`src/hdl/cacw_regs.vh`:
```
// Register map, field positions and constants of the counter array block
`ifndef CACW_REGS_VH
`define CACW_REGS_VH

// ****************************************************************
// Register byte offsets
// ****************************************************************
`define CACW_ADDR_CTRL      8'h00
`define CACW_ADDR_AMODE     8'h04
`define CACW_ADDR_PWM       8'h08
`define CACW_ADDR_CNT_L     8'h0c
`define CACW_ADDR_CNT_H     8'h10
`define CACW_REGION_MODE    3'h1
`define CACW_REGION_LOW     3'h2
`define CACW_REGION_HIGH    3'h3

// ****************************************************************
// Field positions
// ****************************************************************
`define CACW_CTRL_CF        7
`define CACW_CTRL_CR        6
`define CACW_AM_IDLE        7
`define CACW_AM_WDT         6
`define CACW_AM_CPS_HI      3
`define CACW_AM_CPS_LO      1
`define CACW_AM_ECF         0
`define CACW_PWM_ARSEL      7
`define CACW_PWM_ECOV       6
`define CACW_PWM_COVF       5
`define CACW_PWM_CL_HI      1
`define CACW_PWM_CL_LO      0
`define CACW_MD_PWM16       7
`define CACW_MD_ECOM        6
`define CACW_MD_CAPP        5
`define CACW_MD_CAPN        4
`define CACW_MD_MAT         3
`define CACW_MD_TOG         2
`define CACW_MD_PWM         1
`define CACW_MD_ECCF        0

// ****************************************************************
// Reset values and fixed codes
// ****************************************************************
`define CACW_WDT_RESET      1'b1
`define CACW_WDT_MOD        5
`define CACW_WDT_MODE_MASK  8'h49
`define CACW_CPS_DIV12      3'h0
`define CACW_CPS_DIV4       3'h1
`define CACW_CPS_TMR        3'h2
`define CACW_CPS_EXT        3'h3
`define CACW_CPS_SYS        3'h4
`define CACW_DIV12_LAST     4'hb
`define CACW_DIV4_LAST      2'h3
`define CACW_CL_8           2'h0
`define CACW_CL_9           2'h1
`define CACW_CL_10          2'h2
`define CACW_MASK_8         11'h0ff
`define CACW_MASK_9         11'h1ff
`define CACW_MASK_10        11'h3ff
`define CACW_MASK_11        11'h7ff
`define CACW_CNT_MAX        16'hffff

`endif

```
`src/hdl/cacw_chan.v`:
```
// One capture/compare module: compare, capture and pin output logic
`timescale 1ns/100ps
`default_nettype none
`include "cacw_regs.vh"

module cacw_chan (
	// Clock and reset
	input  wire        mclk,
	input  wire        resetn,
	// Counter state
	input  wire        moved,
	input  wire [15:0] cnt,
	input  wire [10:0] mask,
	// Configuration
	input  wire [7:0]  mode,
	input  wire [15:0] cmp,
	// Pin
	input  wire        pin_in,
	output reg         pin_out,
	output wire        pin_oe,
	// Events
	output wire        match,
	output wire        capture,
	output wire        freq_step
);

	wire ecom  = mode[`CACW_MD_ECOM];
	wire tog   = mode[`CACW_MD_TOG];
	wire pwm   = mode[`CACW_MD_PWM];
	wire freq  = tog & pwm;
	wire pwmn  = pwm & ~tog & ~mode[`CACW_MD_PWM16];
	wire p16   = pwm & ~tog & mode[`CACW_MD_PWM16];
	wire [10:0] cnt_n = cnt[10:0] & mask;
	wire [10:0] cmp_n = cmp[10:0] & mask;
	wire eq16  = (cnt == cmp);
	wire eq8   = (cnt[7:0] == cmp[7:0]);
	wire eqn   = (cnt_n == cmp_n);
	wire eq    = freq ? eq8 : (pwmn ? eqn : eq16);
	wire hit   = moved & ecom & eq;
	reg  pin_prev_r;
	wire rise  = pin_in & ~pin_prev_r;
	wire fall  = ~pin_in & pin_prev_r;

	assign match     = hit & mode[`CACW_MD_MAT];
	assign freq_step = hit & freq;
	assign capture   = ~pwm & ~tog &
		((mode[`CACW_MD_CAPP] & rise) | (mode[`CACW_MD_CAPN] & fall));
	assign pin_oe    = pwm | tog;

	// ****************************************************************
	// Pin output
	// ****************************************************************
	always @(posedge mclk) begin
		if (!resetn) begin
			pin_out    <= 1'b0;
			pin_prev_r <= 1'b0;
		end else begin
			pin_prev_r <= pin_in;
			if (pwmn)
				pin_out <= ecom & (cnt_n < cmp_n);
			else if (p16)
				pin_out <= ecom & (cnt < cmp);
			else if (tog & hit)
				pin_out <= ~pin_out;
		end
	end

endmodule
`default_nettype wire

```
`src/hdl/cacw_top.v`:
```
// Counter array with capture/compare modules, PWM and watchdog
// Summary of operation
// - Mode bits plus shared PWM field pick timer, HSO, frequency or PWM.
// - Cycle-length field 00..11 gives 8..11-bit PWM, shared by all.
// - 16-bit PWM needs top mode bit 1; 8-11 bit PWM needs it 0.
// - Comparator enable 0: no pin toggle, PWM output stuck low.
// - Interrupt enable passes module flag onto the interrupt output.
// - Overflow interrupt follows the 8th..11th counter bit per cycle length.
// - Select bit routes byte addresses to compare or auto-reload register.
// - Match enable lets a comparator match set the module flag.
// - Capture mode copies the counter into the 16-bit module register.
// - Edge bits pick rising, falling or both edges for capture.
// - Capture sets flag; only software clears it.
// - Watchdog uses module 5: high byte compared, low byte is offset.
// - Watchdog is enabled out of every reset.
// - Watchdog on: counter forced running, counter writes ignored.
// - Watchdog on: clock select and idle-stop bits frozen.
// - Watchdog on: module 5 forced to timer, mode writes ignored.
// - Watchdog on: run bit writes do not stop counter; reads stored value.
// - Watchdog on: module 5 high byte equal counter high byte resets.
// - Watchdog on: writing module 5 high byte reloads it with counter high plus offset.
`timescale 1ns/100ps
`default_nettype none
`include "cacw_regs.vh"

module cacw_top #(
	parameter NMOD = 6
) (
	// Clock and reset
	input  wire            mclk,
	input  wire            resetn,
	// Avalon-MM slave
	input  wire [7:0]      address,
	input  wire            read,
	input  wire            write,
	input  wire [31:0]     writedata,
	input  wire [3:0]      byteenable,
	output wire [31:0]     readdata,
	output wire            waitrequest,
	// Counter clock sources and idle
	input  wire            timer_ovf_tick,
	input  wire            ext_clk_in,
	input  wire            slow_tick,
	input  wire            cpu_idle,
	// Module pins
	input  wire [NMOD-1:0] module_pin_in,
	output wire [NMOD-1:0] module_pin_out,
	output wire [NMOD-1:0] module_pin_oe,
	// Events out
	output wire            counter_array_irq,
	output reg             watchdog_reset
);

	// ****************************************************************
	// Bus handshake
	// ****************************************************************
	reg         ack_r;
	reg  [7:0]  rdata_r;
	reg  [7:0]  rd_mux;
	wire        req     = read | write;
	wire        wr_go   = write & ack_r & byteenable[0];
	wire [7:0]  wdata   = writedata[7:0];
	wire [2:0]  region  = address[7:5];
	wire [2:0]  idx     = address[4:2];
	wire        in_mods = (address[1:0] == 2'h0) && (idx < NMOD);

	assign waitrequest = req & ~ack_r;
	assign readdata    = {24'h000000, rdata_r};

	always @(posedge mclk) begin
		if (!resetn) begin
			ack_r   <= 1'b0;
			rdata_r <= 8'h00;
		end else begin
			ack_r <= req & ~ack_r;
			if (read & ~ack_r)
				rdata_r <= rd_mux;
		end
	end

	// ****************************************************************
	// Control state
	// ****************************************************************
	reg  [15:0]     cnt_r;
	reg             cr_r;
	reg             cf_r;
	reg  [NMOD-1:0] flag_r;
	reg             idle_stop_r;
	reg             wdt_en_r;
	reg  [2:0]      cps_r;
	reg             ecf_r;
	reg             arsel_r;
	reg             ecov_r;
	reg             covf_r;
	reg  [1:0]      cl_r;
	reg             moved_r;
	reg  [3:0]      div12_r;
	reg  [1:0]      div4_r;
	reg             ext_prev_r;
	reg  [10:0]     mask;

	wire wr_ctrl  = wr_go && (address == `CACW_ADDR_CTRL);
	wire wr_amode = wr_go && (address == `CACW_ADDR_AMODE);
	wire wr_pwm   = wr_go && (address == `CACW_ADDR_PWM);
	wire wr_cnt_l = wr_go && (address == `CACW_ADDR_CNT_L) && !wdt_en_r;
	wire wr_cnt_h = wr_go && (address == `CACW_ADDR_CNT_H) && !wdt_en_r;

	always @* begin
		case (cl_r)
		`CACW_CL_8:  mask = `CACW_MASK_8;
		`CACW_CL_9:  mask = `CACW_MASK_9;
		`CACW_CL_10: mask = `CACW_MASK_10;
		default:     mask = `CACW_MASK_11;
		endcase
	end

	// ****************************************************************
	// Counter clock source and tick
	// ****************************************************************
	wire div12_tick = (div12_r == `CACW_DIV12_LAST);
	wire div4_tick  = (div4_r == `CACW_DIV4_LAST);
	wire ext_tick   = ext_clk_in & ~ext_prev_r;
	reg  src_tick;

	always @* begin
		case (cps_r)
		`CACW_CPS_DIV12: src_tick = div12_tick;
		`CACW_CPS_DIV4:  src_tick = div4_tick;
		`CACW_CPS_TMR:   src_tick = timer_ovf_tick;
		`CACW_CPS_EXT:   src_tick = ext_tick;
		`CACW_CPS_SYS:   src_tick = 1'b1;
		default:         src_tick = slow_tick;
		endcase
	end

	wire run_eff = cr_r | wdt_en_r;
	wire tick    = run_eff & src_tick & ~(cpu_idle & idle_stop_r);
	wire wrap16  = tick && (cnt_r == `CACW_CNT_MAX);
	wire wrapn   = tick && ((cnt_r[10:0] & mask) == mask);

	always @(posedge mclk) begin
		if (!resetn) begin
			div12_r    <= 4'h0;
			div4_r     <= 2'h0;
			ext_prev_r <= 1'b0;
			moved_r    <= 1'b0;
			cnt_r      <= 16'h0000;
		end else begin
			div12_r    <= div12_tick ? 4'h0 : div12_r + 4'h1;
			div4_r     <= div4_r + 2'h1;
			ext_prev_r <= ext_clk_in;
			moved_r    <= tick;
			if (wr_cnt_l)
				cnt_r[7:0] <= wdata;
			else if (wr_cnt_h)
				cnt_r[15:8] <= wdata;
			else if (tick)
				cnt_r <= cnt_r + 16'h0001;
		end
	end

	// ****************************************************************
	// Capture/compare modules
	// ****************************************************************
	wire [NMOD*8-1:0]  mode_bus;
	wire [NMOD*8-1:0]  cpl_bus;
	wire [NMOD*8-1:0]  cph_bus;
	wire [NMOD*8-1:0]  arl_l_bus;
	wire [NMOD*8-1:0]  arl_h_bus;
	wire [NMOD-1:0]    match_v;
	wire [NMOD-1:0]    cap_v;
	wire [NMOD-1:0]    eccf_v;

	genvar i;
	generate
		for (i = 0; i < NMOD; i = i + 1) begin : g_mod
			reg  [7:0] mode_r;
			reg  [7:0] cpl_r;
			reg  [7:0] cph_r;
			reg  [7:0] arl_l_r;
			reg  [7:0] arl_h_r;
			wire       is_wdt  = (i == `CACW_WDT_MOD) && wdt_en_r;
			wire [7:0] mode_e  = is_wdt ?
				(mode_r & `CACW_WDT_MODE_MASK) : mode_r;
			wire       pwmn    = mode_e[`CACW_MD_PWM]
				& ~mode_e[`CACW_MD_TOG] & ~mode_e[`CACW_MD_PWM16];
			wire       hit_sel = wr_go && in_mods && (idx == i);
			wire       freq_step;
			wire [7:0] refresh = cnt_r[15:8] + cpl_r;

			always @(posedge mclk) begin
				if (!resetn) begin
					mode_r  <= 8'h00;
					cpl_r   <= 8'h00;
					cph_r   <= 8'h00;
					arl_l_r <= 8'h00;
					arl_h_r <= 8'h00;
				end else begin
					if (cap_v[i])
						{cph_r, cpl_r} <= cnt_r;
					else if (freq_step)
						cpl_r <= cpl_r + cph_r;
					else if (wrapn && pwmn)
						{cph_r, cpl_r} <= {arl_h_r, arl_l_r};
					if (hit_sel && region == `CACW_REGION_MODE && !is_wdt)
						mode_r <= wdata;
					if (hit_sel && region == `CACW_REGION_LOW) begin
						if (arsel_r)
							arl_l_r <= wdata;
						else
							cpl_r <= wdata;
					end
					if (hit_sel && region == `CACW_REGION_HIGH) begin
						if (is_wdt)
							cph_r <= refresh;
						else if (arsel_r)
							arl_h_r <= wdata;
						else
							cph_r <= wdata;
					end
				end
			end

			assign mode_bus[i*8 +: 8]  = mode_e;
			assign cpl_bus[i*8 +: 8]   = cpl_r;
			assign cph_bus[i*8 +: 8]   = cph_r;
			assign arl_l_bus[i*8 +: 8] = arl_l_r;
			assign arl_h_bus[i*8 +: 8] = arl_h_r;
			assign eccf_v[i]           = mode_e[`CACW_MD_ECCF];

			cacw_chan u_chan (
				.mclk      (mclk),
				.resetn    (resetn),
				.moved     (moved_r),
				.cnt       (cnt_r),
				.mask      (mask),
				.mode      (mode_e),
				.cmp       ({cph_r, cpl_r}),
				.pin_in    (module_pin_in[i]),
				.pin_out   (module_pin_out[i]),
				.pin_oe    (module_pin_oe[i]),
				.match     (match_v[i]),
				.capture   (cap_v[i]),
				.freq_step (freq_step)
			);
		end
	endgenerate

	// ****************************************************************
	// Flags and array configuration
	// ****************************************************************
	reg        wdt_fired_r;
	wire [7:0] wdt_cmp = cph_bus[`CACW_WDT_MOD*8 +: 8];
	wire       wdt_eq  = wdt_en_r & (cnt_r[15:8] == wdt_cmp);
	// One reset pulse per match episode: with a fast counter clock the
	// high bytes stay equal for many ticks, and the request must not
	// turn into a level
	wire       wdt_hit = wdt_eq & moved_r & ~wdt_fired_r;

	always @(posedge mclk) begin
		if (!resetn) begin
			cr_r           <= 1'b0;
			cf_r           <= 1'b0;
			flag_r         <= {NMOD{1'b0}};
			idle_stop_r    <= 1'b0;
			wdt_en_r       <= `CACW_WDT_RESET;
			cps_r          <= `CACW_CPS_DIV12;
			ecf_r          <= 1'b0;
			arsel_r        <= 1'b0;
			ecov_r         <= 1'b0;
			covf_r         <= 1'b0;
			cl_r           <= `CACW_CL_8;
			watchdog_reset <= 1'b0;
			wdt_fired_r    <= 1'b0;
		end else begin
			watchdog_reset <= wdt_hit;
			wdt_fired_r    <= wdt_eq & (wdt_fired_r | wdt_hit);
			// Hardware set wins over a same-cycle software clear
			flag_r <= (wr_ctrl ? wdata[NMOD-1:0] : flag_r)
				| match_v | cap_v;
			cf_r   <= (wr_ctrl ? wdata[`CACW_CTRL_CF] : cf_r) | wrap16;
			covf_r <= (wr_pwm ? wdata[`CACW_PWM_COVF] : covf_r) | wrapn;
			if (wr_ctrl)
				cr_r <= wdata[`CACW_CTRL_CR];
			if (wr_amode) begin
				wdt_en_r <= wdata[`CACW_AM_WDT];
				ecf_r    <= wdata[`CACW_AM_ECF];
				if (!wdt_en_r) begin
					idle_stop_r <= wdata[`CACW_AM_IDLE];
					cps_r <= wdata[`CACW_AM_CPS_HI:`CACW_AM_CPS_LO];
				end
			end
			if (wr_pwm) begin
				arsel_r <= wdata[`CACW_PWM_ARSEL];
				ecov_r  <= wdata[`CACW_PWM_ECOV];
				cl_r    <= wdata[`CACW_PWM_CL_HI:`CACW_PWM_CL_LO];
			end
		end
	end

	assign counter_array_irq = (cf_r & ecf_r)
		| (covf_r & ecov_r)
		| (|(flag_r & eccf_v));

	// ****************************************************************
	// Read multiplexer
	// ****************************************************************
	always @* begin
		rd_mux = 8'h00;
		case (address)
		`CACW_ADDR_CTRL: begin
			rd_mux = {cf_r, cr_r, 6'h00};
			rd_mux[NMOD-1:0] = flag_r;
		end
		`CACW_ADDR_AMODE:
			rd_mux = {idle_stop_r, wdt_en_r, 2'h0, cps_r, ecf_r};
		`CACW_ADDR_PWM:
			rd_mux = {arsel_r, ecov_r, covf_r, 3'h0, cl_r};
		`CACW_ADDR_CNT_L:
			rd_mux = cnt_r[7:0];
		`CACW_ADDR_CNT_H:
			rd_mux = cnt_r[15:8];
		default: begin
			if (in_mods) begin
				case (region)
				`CACW_REGION_MODE:
					rd_mux = mode_bus[idx*8 +: 8];
				`CACW_REGION_LOW:
					rd_mux = arsel_r ? arl_l_bus[idx*8 +: 8]
						: cpl_bus[idx*8 +: 8];
				`CACW_REGION_HIGH:
					rd_mux = arsel_r ? arl_h_bus[idx*8 +: 8]
						: cph_bus[idx*8 +: 8];
				default:
					rd_mux = 8'h00;
				endcase
			end
		end
		endcase
	end

endmodule
`default_nettype wire

```
`config.mk`:
```
export PLATFORM = sky130hd
export DESIGN_NAME = cacw_top
export DESIGN_NICKNAME = d
export VERILOG_FILES = /design/src/hdl/cacw_chan.v /design/src/hdl/cacw_top.v
export VERILOG_INCLUDE_DIRS = /design/src /design/src/hdl
export SDC_FILE = /design/constraint.sdc
export NUM_CORES = 1
export LEC_CHECK = 0
export BUFFER_PORTS_ARGS = -buffer_cell sky130_fd_sc_hd__buf_4
export CAP_MARGIN = 20
export CORE_UTILIZATION = 55
export DETAILED_ROUTE_END_ITERATION = 6
export PLACE_DENSITY_LB_ADDON = 0.08
export SYNTH_ARGS = -nofsm -noshare
export SYNTH_HDL_FRONTEND = slang
export SYNTH_SLANG_ARGS = --single-unit
```
`constraint.sdc`:
```
create_clock -name mclk -period 2.8 [get_ports mclk]
set_input_delay 0.56 -clock mclk [delete_from_list [all_inputs] [get_ports mclk]]
set_output_delay 0.56 -clock mclk [all_outputs]
set_load 0.01 [all_outputs]
```
Word level (Yosys, flattened, before mapping)
Index checks and enable logic that the tools add are counted.

cells by class
  $add $sub $neg = 10
  magnitude comparators = 13
  equal/unequal tests = 42
  shifts and indexed selects = 5
  mux-type cells = 106
  bitwise operators = 188
  reduce and logical (&&, ||, !) cells = 73

operators by type and width
  kind                   number
  $mux 8                 68
  $shiftx 48x7->8        5
  $and 1x1->1            116
  $eq 16x16->1           6
  $lt 16x16->1           6
  $and 11x11->11         7
  $eq 11x11->1           7
  $lt 11x11->1           6
  $add 8x8->8            7
  $eq 8x8->1             7
  $not 1->1              43
  $logic_and 1x1->1      42
  $pmux 8 s5             1
  $pmux 11 s3            1
  $mux 1                 32
  $reduce_and 2->1       14
  $pmux 8 s3             1
  $or 1x1->1             19
  $eq 3x2->1 const B     6
  $reduce_bool 3->1      6
  $add 16x1->16 const B  1
  $eq 16x16->1 const B   1
  $eq 8x4->1 const B     2
  $mux 16                1
  other kinds (23)       32

storage, ports and cells
  register bits = 306
  input port bits = 58

Depth between registers and ports, before layout
  word-level depth = 13
  mapped depth = 11
  depth with buffers taken out = 10

Modules after synthesis
Synthesis repeated with hierarchy kept, for this count alone.

unflattened totals
  cell total of the unflattened synthesis = 2964
  area total of the unflattened synthesis = 23890.4 um^2

modules (own cells, without submodules)
  module                           times used  cells an instance  area each (um^2)
  cacw_top                         1           2189               18357.6
  cacw_chan (g_mod[0].u_chan ...)  5           129                922.1
  cacw_chan (g_mod[3].u_chan)      1           130                922.1

Worst setup path after synthesis
OpenSTA, ideal clock, no wires.

  path kind = input-to-reg
  from = input port address[4]
  to = register cnt_r[13]
  data arrival time = 2415 ps
  required time = 2681 ps
  path slack = 267 ps
  stages = 9
  path through = buf_2 nor3_2 nand2_1 or4_1 buf_2 o21ai_2 buf_4 nor2_1 o221a_2

between the ends
  longest elaborated chain between the ends = 5
  elaborated cells between the ends (all ways) = 10
  classes of those cells = 2 x eq/ne; 1 x mux; 1 x bitwise; 6 x reduce/logical

RTL lines
  what                                                             RTL line                        RTL
  start: declaration                                               cacw_top.v:33                   input wire [7:0] address,
  $eq 8x5->1 or $eq 8x4->1 (tied branches)                         --
  $logic_and 1x1->1, on equally long branches (2 in series)        cacw_top.v:106, cacw_top.v:105
  $reduce_bool 2->1 (no source line) or $not 1->1 (tied branches)  --
  $reduce_and 2->1 (no source line)                                --
  end signal: assignment                                           cacw_top.v:156                  cnt_r[15:8] <= wdata;
  end signal: assignment                                           cacw_top.v:158                  cnt_r <= cnt_r + 16'h0001;
  end: declaration                                                 cacw_top.v:84                   reg [15:0] cnt_r;

Several ways; a longest one is shown, not always the timed one.
A chain may end at the register's enable or synchronous reset.

Worst setup path in the final report
  from = register cl_r[1]
  to = register g_mod[3].u_chan.pin_out

between the ends
  longest elaborated chain between the ends = 9
  elaborated cells between the ends (all ways) = 15
  classes of those cells = 1 x order compare; 3 x eq/ne; 4 x mux; 5 x bitwise; 2 x reduce/logical

RTL lines
  what                                      RTL line                        RTL
  start: declaration                        cacw_top.v:95                   reg [1:0] cl_r;
  start signal: assignment                  cacw_top.v:272                  cl_r <= `CACW_CL_8;
  start signal: assignment                  cacw_top.v:296                  cl_r <= wdata[`CACW_PWM_CL_HI:`CACW_PWM_CL_LO];
  $eq 2x2->1, or another cell as far along  cacw_top.v:109                  case (cl_r)
  $pmux 11 s3 (*)                           cacw_top.v:109
  $and 11x11->11, on equally long branches  cacw_chan.v:33, cacw_chan.v:34
  $eq 11x11->1                              cacw_chan.v:37                  wire eqn = (cnt_n == cmp_n);
  $mux 1 (2 in series)                      cacw_chan.v:38                  wire eq = freq ? eq8 : (pwmn ? eqn : eq16);
  $and 1x1->1                               cacw_chan.v:39                  wire hit = moved & ecom & eq;
  $and 1x1->1                               cacw_chan.v:63                  else if (tog & hit)
  $reduce_bool 3->1 (no source line)        --
  end signal: assignment                    cacw_chan.v:60                  pin_out <= ecom & (cnt_n < cmp_n);
  end signal: assignment                    cacw_chan.v:62                  pin_out <= ecom & (cnt < cmp);
  end signal: assignment                    cacw_chan.v:64                  pin_out <= ~pin_out;
  end: declaration                          cacw_chan.v:19                  output reg pin_out,

Mark *: on every way between the ends. The rest lies on a longest branch, timed or not.

==> results.txt <==
The top flip-flop cell by instance count after synthesis is dfxtp_1. The final standard cell utilization of the core came out at between 60% and 70%. Once the floorplan was initialized, standard cells occupied a little under three fifths of the core.

The reg-to-reg endpoint is g_mod[3].u_chan.pin_out. The post-route fraction of the period consumed by the critical path came out at 100.4%. The number of CTS-inserted buffers is 38.

The path with the worst hold slack has its endpoint at g_mod[3].u_chan.pin_prev_r. The number of buffers and inverters on the critical path is 0. Yosys printed 0 warnings. The total via count after detailed routing is 22280.

The depth of the most critical reg-to-reg path came out at 9. The die height is about 200 µm. The launch point of the worst hold path is module_pin_in[3]. The flow ran to the end, but the final reports show violations. In this run the core area contains between 70 and 80 standard-cell rows. In this run, synthesis inferred 0 flip-flops with an integrated enable.

Entering global routing, the biggest net connects 77 pins. STA classifies the critical path startpoint as a register. The standard cell area after detailed placement is 0.02367 mm². In this design, the stage delay of the slowest critical-path cell is ~0.42 ns. The post-synthesis sequential element count came out at ~310. The global-route wire length before repair came out at approximately 130000 µm.

After detailed routing, the number of vias per cell comes to around 6.7. The sequential cell area fraction in the yosys report is roughly 28%. The final count of pins violating max slew is 0. The cell area power density is 422.0 mW/mm². The floorplan step defined a die boundary enclosing between 0.04 and 0.05 mm². VDD sags by at most 0.4971 mV.

The multi-input combinational cells in the finished layout cover a total of about 0.014 mm². The gate count after technology mapping came out at ~2700. The fraction of registers with async set or reset after synthesis came out at 0%. The headroom to the max-slew limit is 44.34%. The placeable core region is approximately 0.04 mm². Static timing analysis puts the maximum clock frequency at approximately 360 MHz.

The global route total overflow came out at 0. The worst-case register-to-register setup slack came out at -0.01 ns. The TritonCTS clock tree is yes. The final reports fail on negative setup slack. The minimum period implied by the final worst setup slack is 2.810 ns. The post-layout net count came out at 2985. For the worst-skew pair, the clock arrives at the later sink with an insertion delay of 0.59 ns. In this run the critical register-to-register path is launched from cl_r[1]. The I/O pin count came out at ~110. The number of hold violations in the final report came to 0. The setup skew after layout came out at 0.03341 ns. The synthesized area per cell is approximately 8 µm². The number of antenna-violating nets in the routed design came out at 0.

The number of fillers in the final layout came out at 3379. Synthesis instantiated 85 different standard cells from the library. The data required time at the worst endpoint came out at roughly 3.3 ns. Compared with the post-synthesis result, the final layout area differs by 14.51%. The aggregate global-route resource usage came out at approximately 44%. The count of buffers added on input and output ports is 53.

The post-route cell area is between 0.02 and 0.03 mm². For this run, design rule violations remaining after detail routing come to 0. Setup repair after global routing left no endpoint under its margin.

The worst hold path belongs to the class primary input to register. The arrival time of the worst setup path came out at between 3 and 4 ns. The final weighted congestion of routability-driven global placement is 1.034. The via count of the first global-routing pass is about 21000.

The total wire length is 90790 µm. In the final layout, flip-flops and latches occupy 0.006130 mm². The share of post-route cells with drive strength above 1 is approximately 16%.

Traced cell by cell, the critical path runs through or2_2 > and2_1 > ha_1 > a21o_1 > a211oi_1 > a31oi_1 > a311oi_1 > o21ai_0 > a21oi_1. The cell family with the largest share of critical-path delay is compound AO/OA/AOI/OAI gates. The average wire per standard cell is approximately 27 µm.

The initial antenna violation count is 2. The critical path is of the register to register type. The max-capacitance violation count came out at 0.

The quantity of hold-fixing buffers added after cts is 0. The clock-pin slew of the registers on the worst-case setup and hold paths came out at about 0.06 ns. The actual transition at the worst max-transition pin came out at 0.8350 ns. The H-tree depth reported by CTS is 2.

The area of the mapped netlist came out at roughly 0.022 mm². By area the synthesized netlist is led by dfxtp_1 (28%), ha_1 (9.5%), mux2i_1 (6.4%). The number of endpoints failing setup at the final stage came out at 1. The total half-perimeter wirelength after legalization and detailed placement is ~65000 µm. In this run the biggest area consumer among cell types represents roughly 28% of the synthesized area. The category of the worst setup path capture point is a register. The repair_antennas step left the layout with diodes totalling 0.

The count of clock tree sinks came out at between 300 and 400. The top fanout value on the critical path came out at 6. The hold-critical path depth is 2. The master of the slowest instance on the critical path is a311oi_1. The smallest setup slack after layout came out at -0.01036 ns.

The number of iterations in the first detailed-routing pass came out at 6. Measured along the x axis, the die boundary spans ~200 µm. In this run the clock root is driven by a clkbuf_16. The synthesized design spends more area on one cell type than any other, namely dfxtp_1.

The static power due to leakage is 9.975 nW. The clock passes through at most 3 buffers. The detailed router finished its first iteration with approximately 2600 violations.
[layer usage]
layer	part of all wire [%]	GRT usage (%)	up-vias
met2	43	67.80	1463
li1	-	-	9870
met5	0.014	0	-
met3	13	10.61	292
met1	39	57.57	10650
met4	5.5	22.05	2
[metrics by stage]
step                      power, W  hold slack [ns]  std cells  setup slack, ns  TNS (ns)
after detailed placement  0.005115           0.4171       3232          0.06594         0
after CTS                  0.01057           0.1849       3302          0.06997         0
final                      0.01059           0.1904       3302         -0.01036  -0.01036
after global placement    0.005107           0.4088       3232          0.07168         0
after global routing       0.01079           0.2105       3302          0.01655         0
after floorplan           0.004823           0.3990       2688           0.2668         0
[cells in the mapped netlist, drive strengths merged (11+ instances only)]
library cell / count
or2: 11
and2: 21
a211oi: 42
nand3: 92
xnor2: 28
nand2: 222
a31oi: 35
inv: 128
mux2: 43
nor2: 249
ha: 166
o21ai: 186
o21a: 14
mux2i: 141
nand2b: 21
mux4: 56
nor3b: 11
a22oi: 18
nor2b: 27
or3: 20
and3: 29
o22ai: 48
a21o: 27
a221oi: 14
clkbuf: 131
o211ai: 16
buf: 83
a21oi: 214
xor2: 13
nor3: 64
nand3b: 12
o21bai: 11
nand4: 38
dfxtp: 306
[where the power goes]
part           internal, W  total [W]  switching [W]
sequential         0.00437    0.00439      0.0000179
clock              0.00344    0.00554        0.00209
combinational     0.000189   0.000657       0.000468
[final cells by class]
| cell class | count | area share, % |
|---|---|---|
| timing repair buffer | 240 | 8.081 |
| tap | 518 | 2.584 |
| multi-input combinational | 2036 | 57.30 |
| clock buffer | 56 | 4.798 |
| inverter | 132 | 1.995 |
| clock inverter | 14 | 0.8081 |
| sequential | 306 | 24.44 |
[logic make-up after synthesis]
logic type,share of synthesized area (%)
compound gates,20.69
xor+xnor,1.639
fa+ha+maj,10.12
buf+inv,6.883
flops,27.97
mux,14.41
other cells,0.01712
simple gates,18.27
[timing repair]
item | in CTS | in global routing
gates resized for setup | 0 | 1
endpoints found under the setup margin | 0 | 3
buffers inserted | 0 | 0
[state kept, by name (all words and copies together), names as in the netlist, 3 cells and up]
name                     cells
rdata_r                      8
g_mod.u_chan.pin_out         6
cnt_r                       16
g_mod.cph_r                 48
g_mod.cpl_r                 48
cps_r                        3
g_mod.mode_r                 8
g_mod.u_chan.pin_prev_r      6
flag_r                       6
g_mod.arl_l_r               48
div12_r                      4
g_mod.mode_e                40
g_mod.arl_h_r               48
[how the worst max path moves through the flow]
stage,from,end,slack [ns],cells past startpoint
after floorplan,address[4],cnt_r[13],0.27,9
after global placement,address[5],rdata_r[3],0.07,8
after detailed placement,address[5],rdata_r[3],0.07,8
after CTS,cl_r[1],g_mod[4].cpl_r[7],0.07,8
after global routing,cnt_r[2],g_mod[2].cpl_r[3],0.02,8
final,cl_r[1],g_mod[3].u_chan.pin_out,-0.01,9
[cells in the final DEF (no fill, tap or decap), drive strengths merged, types with 8 or more instances in the layout]
cell and instances:
a211o 8, a211oi 42, a21o 27, a21oi 214
a221oi 14, a22oi 18, a31o 8, a31oi 35
and2 21, and3 29, buf 240, clkbuf 56
clkinv 12, conb 24, dfxtp 306, ha 166
inv 129, mux2 43, mux2i 141, mux4 56
nand2 222, nand2b 21, nand3 92, nand3b 12
nand4 38, nor2 249, nor2b 27, nor3 64
nor3b 11, o211ai 16, o21a 14, o21ai 186
o21bai 11, o22ai 48, or2 11, or3 20
xnor2 28, xor2 13
Note: power is estimated with default switching activity, not from simulation.
